## src/lioreg_map.svh

```systemverilog
// Purpose: Addresses, field positions and reset values of the low I/O register bank.
// Assumes: Byte-wide I/O bus driven by the processor core.
// Notes:   Definitions only.
`ifndef LIOREG_MAP_SVH
`define LIOREG_MAP_SVH

// ==========================================================================
// Addresses
// ==========================================================================
`define LIO_A_PWR      6'h00
`define LIO_A_DIDIS    6'h01
`define LIO_A_RSV2     6'h02
`define LIO_A_CNVB     6'h03
`define LIO_A_RESL     6'h04
`define LIO_A_RESH     6'h05
`define LIO_A_CNVA     6'h06
`define LIO_A_INSEL    6'h07
`define LIO_A_CMP      6'h08
`define LIO_A_RSV9     6'h09
`define LIO_A_RSVA     6'h0A
`define LIO_A_T1FLG    6'h0B
`define LIO_A_T1MSK    6'h0C
`define LIO_A_SERCTL   6'h0D
`define LIO_A_SERSTS   6'h0E
`define LIO_A_SERDAT   6'h0F
`define LIO_A_SERBUF   6'h10
`define LIO_A_RSV11    6'h11
`define LIO_A_PCMSK    6'h12
`define LIO_A_SCR0     6'h13
`define LIO_A_SCR1     6'h14
`define LIO_A_SCR2     6'h15
`define LIO_A_PBIN     6'h16
`define LIO_A_PBDIR    6'h17
`define LIO_A_BITTOP   6'h1F

// ==========================================================================
// Writable masks, flag masks, bit positions and reset values
// ==========================================================================
`define LIO_M_PWR      8'h0F
`define LIO_M_CNVB     8'hD7
`define LIO_M_CNVA     8'hEF
`define LIO_F_CNVA     8'h10
`define LIO_M_CMP      8'hCF
`define LIO_F_CMP      8'h10
`define LIO_F_T1FLG    8'h27
`define LIO_M_T1MSK    8'h27
`define LIO_F_SERSTS   8'hE0
`define LIO_M_SERSTS   8'h0F
`define LIO_M_PORTB    8'h0F
`define LIO_RST_VAL    8'h00
`define LIO_B_CMP_OUT  5
`define LIO_B_CMP_FLAG 4
`define LIO_B_CNV_FLAG 4

`endif

```

## src/lioreg_pkg.sv

```systemverilog
// Purpose: Types shared by the low I/O register bank.
// Assumes: Numbers are written out here; no map header is included.
// Notes:   Types only.
package lioreg_pkg;

    typedef logic [7:0] lioreg_byte_t;
    typedef logic [5:0] lioreg_addr_t;

    typedef enum logic [1:0] {
        LIOREG_OP_WRITE = 2'b00,
        LIOREG_OP_SET   = 2'b01,
        LIOREG_OP_CLEAR = 2'b10,
        LIOREG_OP_TEST  = 2'b11
    } lioreg_op_e;

    typedef struct packed {
        logic         valid;
        lioreg_op_e   op;
        lioreg_addr_t addr;
        logic [2:0]   bit_sel;
        lioreg_byte_t wdata;
    } lioreg_req_s;

    typedef struct packed {
        lioreg_byte_t cnv_flags;
        lioreg_byte_t t1_flags;
        lioreg_byte_t ser_flags;
        logic         cmp_out;
        logic         cmp_event;
        logic [7:0]   res_low;
        logic [7:0]   res_high;
        logic [7:0]   ser_buf;
        logic [3:0]   ser_count;
        logic [3:0]   pins;
    } lioreg_periph_s;

endpackage

```

## src/lioreg_bank.sv

```systemverilog
// Purpose: Low I/O register bank, addresses 0x00 to 0x17, on the core I/O bus.
// Assumes: One request per cycle; read data and test answer follow one cycle later.
// Notes:   Set, clear and test act on single bits in the low thirty-two addresses.
`timescale 1ns/1ns
`default_nettype none
`include "lioreg_map.svh"

module lioreg_bank (
    input  wire logic                       core_clk,
    input  wire logic                       nrst,
    input  wire lioreg_pkg::lioreg_req_s    req,
    input  wire lioreg_pkg::lioreg_periph_s periph,
    output logic [7:0]                      rdata_q,
    output logic                            rvalid_q,
    output logic                            test_bit_q,
    output logic                            skip_if_io_bit_one_instr_q,
    output logic                            skip_if_io_bit_zero_instr_q,
    output logic [7:0]                      power_reduction_q,
    output logic [7:0]                      digital_input_disable_q,
    output logic [7:0]                      converter_control_b_q,
    output logic [7:0]                      converter_control_a_q,
    output logic [7:0]                      converter_input_select_q,
    output logic [7:0]                      comparator_control_q,
    output logic [7:0]                      timer1_mask_q,
    output logic [7:0]                      serial_control_q,
    output logic [7:0]                      serial_data_q,
    output logic                            serial_data_wr_q,
    output logic [3:0]                      serial_count_wr_q,
    output logic                            serial_count_we_q,
    output logic [7:0]                      pin_change_mask_q,
    output logic [7:0]                      port_b_dir_q,
    output logic [3:0]                      port_b_toggle_q
);
    // ======================================================================
    // Current value and request decode
    // ======================================================================
    logic [7:0] cur;
    logic [7:0] wmask;
    logic [7:0] wval;
    logic       bit_ok;
    logic [7:0] scratch_q [3];
    logic [7:0] cnv_flag_q;
    logic [7:0] t1_flag_q;
    logic [7:0] ser_flag_q;
    logic [7:0] cmp_flag_q;
    logic [7:0] cmp_view;
    logic [7:0] cnva_view;
    logic [7:0] sers_view;
    logic       wr_hit;

    assign cmp_view  = (comparator_control_q & `LIO_M_CMP) | cmp_flag_q
                     | ({7'h00, periph.cmp_out} << `LIO_B_CMP_OUT);
    assign cnva_view = (converter_control_a_q & `LIO_M_CNVA) | cnv_flag_q;
    assign sers_view = ser_flag_q | {4'h0, periph.ser_count};

    always_comb begin
        unique case (req.addr)
            `LIO_A_PWR:    cur = power_reduction_q;
            `LIO_A_DIDIS:  cur = digital_input_disable_q;
            `LIO_A_CNVB:   cur = converter_control_b_q;
            `LIO_A_RESL:   cur = periph.res_low;
            `LIO_A_RESH:   cur = periph.res_high;
            `LIO_A_CNVA:   cur = cnva_view;
            `LIO_A_INSEL:  cur = converter_input_select_q;
            `LIO_A_CMP:    cur = cmp_view;
            `LIO_A_T1FLG:  cur = t1_flag_q;
            `LIO_A_T1MSK:  cur = timer1_mask_q;
            `LIO_A_SERCTL: cur = serial_control_q;
            `LIO_A_SERSTS: cur = sers_view;
            `LIO_A_SERDAT: cur = serial_data_q;
            `LIO_A_SERBUF: cur = periph.ser_buf;
            `LIO_A_PCMSK:  cur = pin_change_mask_q;
            `LIO_A_SCR0:   cur = scratch_q[0];
            `LIO_A_SCR1:   cur = scratch_q[1];
            `LIO_A_SCR2:   cur = scratch_q[2];
            `LIO_A_PBIN:   cur = {4'h0, periph.pins};
            `LIO_A_PBDIR:  cur = port_b_dir_q;
            default:       cur = `LIO_RST_VAL;
        endcase
    end

    lioreg_decode u_decode (
        .req    (req),
        .cur    (cur),
        .wmask  (wmask),
        .wval   (wval),
        .bit_ok (bit_ok)
    );

    assign wr_hit = |wmask;

    // ======================================================================
    // Read and bit test answers
    // ======================================================================
    always_ff @(posedge core_clk or negedge nrst) begin
        if (!nrst) begin
            rdata_q    <= `LIO_RST_VAL;
            rvalid_q   <= 1'b0;
            test_bit_q <= 1'b0;
            skip_if_io_bit_one_instr_q  <= 1'b0;
            skip_if_io_bit_zero_instr_q <= 1'b0;
        end else begin
            rdata_q    <= cur;
            rvalid_q   <= req.valid && (req.op == lioreg_pkg::LIOREG_OP_WRITE) ? 1'b0 : req.valid;
            test_bit_q <= cur[req.bit_sel];
            skip_if_io_bit_one_instr_q  <= req.valid && req.op == lioreg_pkg::LIOREG_OP_TEST
                                        && bit_ok && cur[req.bit_sel];
            skip_if_io_bit_zero_instr_q <= req.valid && req.op == lioreg_pkg::LIOREG_OP_TEST
                                        && bit_ok && !cur[req.bit_sel];
        end
    end

    // ======================================================================
    // Plain control registers
    // ======================================================================
    function automatic logic [7:0] upd(input logic [7:0] old, input logic [7:0] m);
        upd = (old & ~(wmask & m)) | (wval & wmask & m);
    endfunction

    always_ff @(posedge core_clk or negedge nrst) begin
        if (!nrst) begin
            power_reduction_q        <= `LIO_RST_VAL;
            digital_input_disable_q  <= `LIO_RST_VAL;
            converter_control_b_q    <= `LIO_RST_VAL;
            converter_control_a_q    <= `LIO_RST_VAL;
            converter_input_select_q <= `LIO_RST_VAL;
            comparator_control_q     <= `LIO_RST_VAL;
            timer1_mask_q            <= `LIO_RST_VAL;
            serial_control_q         <= `LIO_RST_VAL;
            pin_change_mask_q        <= `LIO_RST_VAL;
            port_b_dir_q             <= `LIO_RST_VAL;
        end else if (wr_hit) begin
            unique case (req.addr)
                `LIO_A_PWR:    power_reduction_q <= upd(power_reduction_q, `LIO_M_PWR);
                `LIO_A_DIDIS:  digital_input_disable_q <= upd(digital_input_disable_q, 8'hFF);
                `LIO_A_CNVB:   converter_control_b_q <= upd(converter_control_b_q, `LIO_M_CNVB);
                `LIO_A_CNVA:   converter_control_a_q <= upd(converter_control_a_q, `LIO_M_CNVA);
                `LIO_A_INSEL:  converter_input_select_q <= upd(converter_input_select_q, 8'hFF);
                `LIO_A_CMP:    comparator_control_q <= upd(comparator_control_q, `LIO_M_CMP);
                `LIO_A_T1MSK:  timer1_mask_q <= upd(timer1_mask_q, `LIO_M_T1MSK);
                `LIO_A_SERCTL: serial_control_q <= upd(serial_control_q, 8'hFF);
                `LIO_A_PCMSK:  pin_change_mask_q <= upd(pin_change_mask_q, 8'hFF);
                `LIO_A_PBDIR:  port_b_dir_q <= upd(port_b_dir_q, `LIO_M_PORTB);
                default: begin
                end
            endcase
        end
    end

    // ======================================================================
    // General scratch registers
    // ======================================================================
    genvar gi;
    generate
        for (gi = 0; gi < 3; gi++) begin : g_scr
            always_ff @(posedge core_clk or negedge nrst) begin
                if (!nrst) begin
                    scratch_q[gi] <= `LIO_RST_VAL;
                end else if (wr_hit && req.addr == `LIO_A_SCR0 + 6'(gi)) begin
                    scratch_q[gi] <= upd(scratch_q[gi], 8'hFF);
                end
            end
        end
    endgenerate

    // ======================================================================
    // Serial data, counter load and pin toggle strobes
    // ======================================================================
    always_ff @(posedge core_clk or negedge nrst) begin
        if (!nrst) begin
            serial_data_q     <= `LIO_RST_VAL;
            serial_data_wr_q  <= 1'b0;
            serial_count_wr_q <= 4'h0;
            serial_count_we_q <= 1'b0;
            port_b_toggle_q   <= 4'h0;
        end else begin
            serial_data_wr_q  <= wr_hit && req.addr == `LIO_A_SERDAT;
            serial_count_we_q <= wr_hit && req.addr == `LIO_A_SERSTS
                              && |(wmask & `LIO_M_SERSTS);
            serial_count_wr_q <= wval[3:0];
            port_b_toggle_q   <= (wr_hit && req.addr == `LIO_A_PBIN)
                              ? (wmask[3:0] & wval[3:0] & ~periph.pins) : 4'h0;
            if (wr_hit && req.addr == `LIO_A_SERDAT) begin
                serial_data_q <= upd(serial_data_q, 8'hFF);
            end
        end
    end

    // ======================================================================
    // Write-one-to-clear flags
    // ======================================================================
    lioreg_flag u_t1 (
        .core_clk  (core_clk),
        .nrst      (nrst),
        .flag_mask (`LIO_F_T1FLG),
        .events    (periph.t1_flags),
        .wmask     ((req.addr == `LIO_A_T1FLG) ? wmask : 8'h00),
        .wval      (wval),
        .flags_q   (t1_flag_q)
    );

    lioreg_flag u_ser (
        .core_clk  (core_clk),
        .nrst      (nrst),
        .flag_mask (`LIO_F_SERSTS),
        .events    (periph.ser_flags),
        .wmask     ((req.addr == `LIO_A_SERSTS) ? wmask : 8'h00),
        .wval      (wval),
        .flags_q   (ser_flag_q)
    );

    lioreg_flag u_cnv (
        .core_clk  (core_clk),
        .nrst      (nrst),
        .flag_mask (`LIO_F_CNVA),
        .events    (periph.cnv_flags),
        .wmask     ((req.addr == `LIO_A_CNVA) ? wmask : 8'h00),
        .wval      (wval),
        .flags_q   (cnv_flag_q)
    );

    lioreg_flag u_cmp (
        .core_clk  (core_clk),
        .nrst      (nrst),
        .flag_mask (`LIO_F_CMP),
        .events    ({3'h0, periph.cmp_event, 4'h0}),
        .wmask     ((req.addr == `LIO_A_CMP) ? wmask : 8'h00),
        .wval      (wval),
        .flags_q   (cmp_flag_q)
    );

    // Reserved bits read zero; reserved addresses read zero and store nothing.
endmodule

`default_nettype wire

```

## src/lioreg_decode.sv

```systemverilog
// Purpose: Turns one core request into a per-bit write mask and write value.
// Assumes: Requests are already qualified by the caller.
// Notes:   Bit operations are limited to the low thirty-two addresses.
`timescale 1ns/1ns
`default_nettype none
`include "lioreg_map.svh"

module lioreg_decode (
    input  wire lioreg_pkg::lioreg_req_s req,
    input  wire logic [7:0]              cur,
    output logic [7:0]                   wmask,
    output logic [7:0]                   wval,
    output logic                         bit_ok
);
    logic [7:0] sel;

    assign sel    = 8'h01 << req.bit_sel;
    assign bit_ok = (req.addr <= `LIO_A_BITTOP);

    always_comb begin
        wmask = 8'h00;
        wval  = cur;
        if (req.valid) begin
            unique case (req.op)
                lioreg_pkg::LIOREG_OP_WRITE: begin
                    wmask = 8'hFF;
                    wval  = req.wdata;
                end
                lioreg_pkg::LIOREG_OP_SET: begin
                    if (bit_ok) begin
                        wmask = sel;
                        wval  = cur | sel;
                    end
                end
                lioreg_pkg::LIOREG_OP_CLEAR: begin
                    if (bit_ok) begin
                        wmask = sel;
                        wval  = cur & ~sel;
                    end
                end
                lioreg_pkg::LIOREG_OP_TEST: begin
                    wmask = 8'h00;
                end
            endcase
        end
    end
endmodule

`default_nettype wire

```

## src/lioreg_flag.sv

```systemverilog
// Purpose: One byte of sticky status flags that clear on a written one.
// Assumes: Event inputs are one-cycle pulses.
// Notes:   A new event wins over a clear in the same cycle.
`timescale 1ns/1ns
`default_nettype none
`include "lioreg_map.svh"

module lioreg_flag (
    input  wire logic       core_clk,
    input  wire logic       nrst,
    input  wire logic [7:0] flag_mask,
    input  wire logic [7:0] events,
    input  wire logic [7:0] wmask,
    input  wire logic [7:0] wval,
    output logic [7:0]      flags_q
);
    logic [7:0] clr;

    assign clr = wmask & wval & flag_mask;

    always_ff @(posedge core_clk or negedge nrst) begin
        if (!nrst) begin
            flags_q <= `LIO_RST_VAL;
        end else begin
            flags_q <= ((flags_q & ~clr) | events) & flag_mask;
        end
    end
endmodule

`default_nettype wire

```

## config.mk

```make
export PLATFORM = sky130hd
export DESIGN_NAME = lioreg_bank
export DESIGN_NICKNAME = d
export VERILOG_FILES = /design/src/lioreg_pkg.sv /design/src/lioreg_bank.sv /design/src/lioreg_decode.sv /design/src/lioreg_flag.sv
export VERILOG_INCLUDE_DIRS = /design/src
export SDC_FILE = /design/constraint.sdc
export NUM_CORES = 1
export LEC_CHECK = 0
export ABC_CLOCK_PERIOD_IN_PS = 6100
export BUFFER_PORTS_ARGS = -buffer_cell sky130_fd_sc_hd__buf_2
export CELL_PAD_IN_SITES_DETAIL_PLACEMENT = 1
export CELL_PAD_IN_SITES_GLOBAL_PLACEMENT = 1
export CORE_ASPECT_RATIO = 1.4
export CORE_MARGIN = 1
export CORE_UTILIZATION = 44
export CTS_CLUSTER_SIZE = 8
export DETAILED_ROUTE_END_ITERATION = 10
export PLACE_DENSITY = 0.92
export SLEW_MARGIN = 0
export SYNTH_ARGS = -nofsm -noshare
export SYNTH_HDL_FRONTEND = slang
export SYNTH_SLANG_ARGS = --single-unit
export TNS_END_PERCENT = 30
```

## constraint.sdc

```tcl
create_clock -name core_clk -period 6.1 [get_ports core_clk]
set_clock_uncertainty 0.15 [all_clocks]
set_input_delay 0.305 -clock core_clk [delete_from_list [all_inputs] [get_ports core_clk]]
set_output_delay 0.305 -clock core_clk [all_outputs]
set_load 0.05 [all_outputs]
```

Word level (Yosys, flattened, before mapping)
Cells that the tools add are included.
- flip-flop bits (word level): 143
- input bits: 80
- output and inout bits: 110
- word-level logic and storage cells: 157
- $lt $le $gt $ge: 2
- equal/unequal tests: 22
- shifts and indexed selects: 1
- muxes and demuxes: 16
- bitwise logic cells: 61
- reduce and logical (&&, ||, !) cells: 28
- operators by type and width (cell ; count):
    $pmux 8 s20 ; 1
    $and 8x8->8 ; 18
    $or 8x8->8 ; 13
    $mux 8 ; 6
    $not 8->8 ; 6
    $pmux 8 s3 ; 2
    $eq 6x5->1 const B ; 7
    $eq 6x4->1 const B ; 6
    $eq 6x3->1 const B ; 4
    $or 8x4->8 ; 3
    $and 5x5->5 ; 4
    $reduce_and 2->1 ; 10
    $or 8x5->8 ; 2
    $or 8x6->8 ; 2
    $and 6x6->6 ; 2
    $logic_and 1x1->1 ; 12
    $mux 5 ; 2
    $not 5->5 ; 2
    $or 5x5->5 ; 2
    $and 4x4->4 ; 2
    $not 4->8 ; 1
    $not 6->8 ; 1
    $reduce_or 8->1 ; 1
    $shl 1x3->8 const A ; 1
    18 further kinds ; 20

Longest topological paths before layout
- depth after elaboration: 11
- mapped depth: 12
- mapped depth without buffers: 7

By module
From an unflattened synthesis, not the netlist that was laid out.
- cell total of the unflattened synthesis: 818
- area, all modules: 8175.3 µm²
- modules (own cells, without submodules) (module ; instances ; cells each ; area an instance (µm²) ; seq. area each (µm²)):
    lioreg_bank ; 1 ; 625 ; 6458.7 ; 2927.8
    lioreg_flag ; 4 ; 32 ; 320.3 ; 200.2
    lioreg_decode ; 1 ; 65 ; 435.4 ; 0.0

Least setup slack after synthesis
Ideal clock, no wire load.
- path type: input -> register
- from: input port req[17] (netlist name)
- to: register with a tool-made name
- library setup time: 0.125 ns
- arrival: 2.235 ns
- data required time: 5.825 ns
- setup slack: 3.590 ns
- stages: 7
- cell sequence: ha_1 > and2b_1 > nand2b_1 > buf_1 > a221oi_1 > nor2_1 > mux2_2
- RTL lines (element ; line ; text):
    from (decl) ; lioreg_bank.sv:11 ; input wire lioreg_pkg::lioreg_req_s req,

==> impl_metrics.env <==
export IMPL_min_to="rvalid_q"
export IMPL_holdBufCountCts=11
export IMPL_cts_sinks=126
export IMPL_layout_commonest_cell="buf_2"
export IMPL_num_vias=7491
export IMPL_slowest_delay_ps=960
export IMPL_power_leakage_nw=4.23
export IMPL_io_buffer_count=156
export IMPL_ys_ff_latch=126
export IMPL_drt_iter0_markers=859
export IMPL_fillers=1817
export IMPL_routed_wl_um=30400
export IMPL_drive_gt1_share_pct=31.6
export IMPL_worstPathArrival_ps=3940
export IMPL_fin_util_pct=54.3
export IMPL_ir_drop_mv=0.193
export IMPL_synth_seq_area_share_pct=42.7
export IMPL_ios=190
export IMPL_start_util_pct=45.3
export IMPL_dieHeight_um=155
export IMPL_finalPower_mw=2.30
export IMPL_hold_path_class="primary input to flop"
export IMPL_ys_warn_count=0
export IMPL_grt_busiest_layer="met2"
export IMPL_syn2layout_area_growth_pct=19.9
export IMPL_crit_type="primary input to flop"
export IMPL_cap_violations=0
export IMPL_setup_viol=0
export IMPL_setup_slack_ps=2340
export IMPL_use_met1_pct=41.1
export IMPL_violations="DRC"
export IMPL_required_ps=6280
export IMPL_synth_ff_type="dfrtp_1"
export IMPL_clkSlewWorstSetupHoldPaths_ps=60
export IMPL_dp_hpwl_um=20100
export IMPL_hold_start="req[19]"
export IMPL_path_cells="buf_2 > inv_1 > ha_1 > o21ai_1 > buf_4 > a21oi_1 > nand3_1 > nor2_1 > mux2_2"
export IMPL_clock_path_buffers=2
export IMPL_clock_fmax_ghz=0.266
export IMPL_avgViaCountPerCell=6.92
export IMPL_cp_end_kind="flop"
export IMPL_worstPathMaxFanout=15
export IMPL_netlist_area_um2=7380
export IMPL_critPathLaunchType="primary input"
export IMPL_final_nets=954
export IMPL_h_tree_depth=4
export IMPL_fp_coreArea_um2=16300
export IMPL_netlist_instances=738
export IMPL_grt_setup_unrepaired="false"
export IMPL_syn_area_per_cell_um2=10.0
export IMPL_grt_usage_pct=35.6
export IMPL_dpl_cell_area_um2=8080
export IMPL_cts_tree="built"
export IMPL_rows=55
export IMPL_pre_cts_ws_ps=2100
export IMPL_cts_root_buf="clkbuf_16"
export IMPL_powerDensity_nw_per_um2=260
export IMPL_worst_pin_slew_ps=1250
export IMPL_clk_latency_ps=440
export IMPL_grt_start_max_net_pins=57
export IMPL_grt_pass1_wl_um=45600
export IMPL_layout_common_cells="155 x buf_2, 126 x dfrtp_1, 66 x nor2_1, 59 x o21ai_0, 46 x mux2_2"
export IMPL_grt_util_met2_pct=57.0
export IMPL_critPathSlowestCell="nand3_1"
export IMPL_post_cts_buffers=0
export IMPL_dieArea_um2=17300
export IMPL_die_width_um=111
export IMPL_fin_crit_sh_pct=61.7
export IMPL_hold_viol=0
export IMPL_slew_headroom_pct=16.7
export IMPL_worstRegToRegCells=7
export IMPL_ant_nets=0
export IMPL_fin_tns_setup_ps=0
export IMPL_avgRoutedWirePerCell_um=28.0
export IMPL_hold_depth=2
export IMPL_antenna_found_initial=1
export IMPL_status="finished with violations"
export IMPL_synth_distinct_cells=84
export IMPL_ys_async_sr_fraction_pct=100
export IMPL_firstDrtPassIters=9
export IMPL_rrSetupSlack_ps=2950
export IMPL_cts_buffers=17
export IMPL_final_area_um2=8850
export IMPL_period_needed_ps=3760
export IMPL_grt_pass1_vias=7745
export IMPL_drv_slew=0
export IMPL_place_congestion=0.937
export IMPL_cts_resized=0
export IMPL_synth_edf_count=0
export IMPL_grt_ovfl_total=0
export IMPL_drc=11
export IMPL_grtUsageMet3_pct=9.62
cells in the mapped netlist, drive strengths merged, types with 12 or more instances:
cell,n,area [um2]
dfrtp,126,3150
nand3,28,140
nor2,68,260
mux2,47,529
mux2i,17,170
buf,48,357
o31ai,36,320
clkbuf,33,124
o21ai,62,310
nand2,32,123
and3,17,106
o41ai,22,193
inv,12,45.0
a21oi,23,119
nor3,19,116
a22oi,12,90.1
area by class of cell:
class | count | area (um2) | area share, %
Multi-Input combinational cell | 534 | 3770 | 42.6
Sequential cell | 126 | 3150 | 35.6
Timing Repair Buffer | 178 | 976 | 11.0
Clock buffer | 21 | 470 | 5.31
Tap cell | 199 | 249 | 2.81
Clock inverter | 11 | 186 | 2.11
Inverter | 13 | 48.8 | 0.551
Antenna cell | 1 | 2.50 | 0.0283
metal layers:
| layer | wire length (um) | vias to the layer above |
|---|---|---|
| met2 | 14300 | 595 |
| met5 | 0 | - |
| met1 | 10800 | 3701 |
| li1 | - | 3007 |
| met4 | 2150 | 0 |
| met3 | 3090 | 188 |
power breakdown:
| group | internal [mW] | switching [mW] |
|---|---|---|
| clock network | 0.755 | 0.402 |
| logic | 0.0686 | 0.226 |
| registers | 0.846 | 0.00681 |
critical path: cells and delay by family:
family / cells / cell delay, ps
buf+inv: 3 / 360
fa+ha+maj: 1 / 560
mux: 1 / 360
simple gates: 2 / 1340
compound gates: 2 / 1010
stage by stage:
stage	std cells	hold WS [ps]
final	1083	12.3
after global routing	1083	14.7
after CTS	1082	5.21
after detailed placement	1039	119
after global placement	1039	111
after floorplan	754	-141
cell families after synthesis:
group	after synthesis	synth area share (%)
and+or+nand+nor	225	16.9
buffers and inverters	94	7.17
adders and majority gates	4	0.678
DFF	126	42.7
muxes	65	9.78
AOI/OAI and AO/OA	223	22.7
other	1	0.0508
worst max-delay path by stage:
stage          startpoint   end  slack [ps]  depth (start not counted)
3_3_place_gp      req[11]  flop        2120                          9
5_1_grt           req[17]  flop        2170                          9
3_5_place_dp      req[17]  flop        2100                          9
2_1_floorplan     req[17]  flop        3590                          7
6_report          req[17]  flop        2340                          9
4_1_cts           req[17]  flop        2520                          9
(Power assumes the default switching activity.)
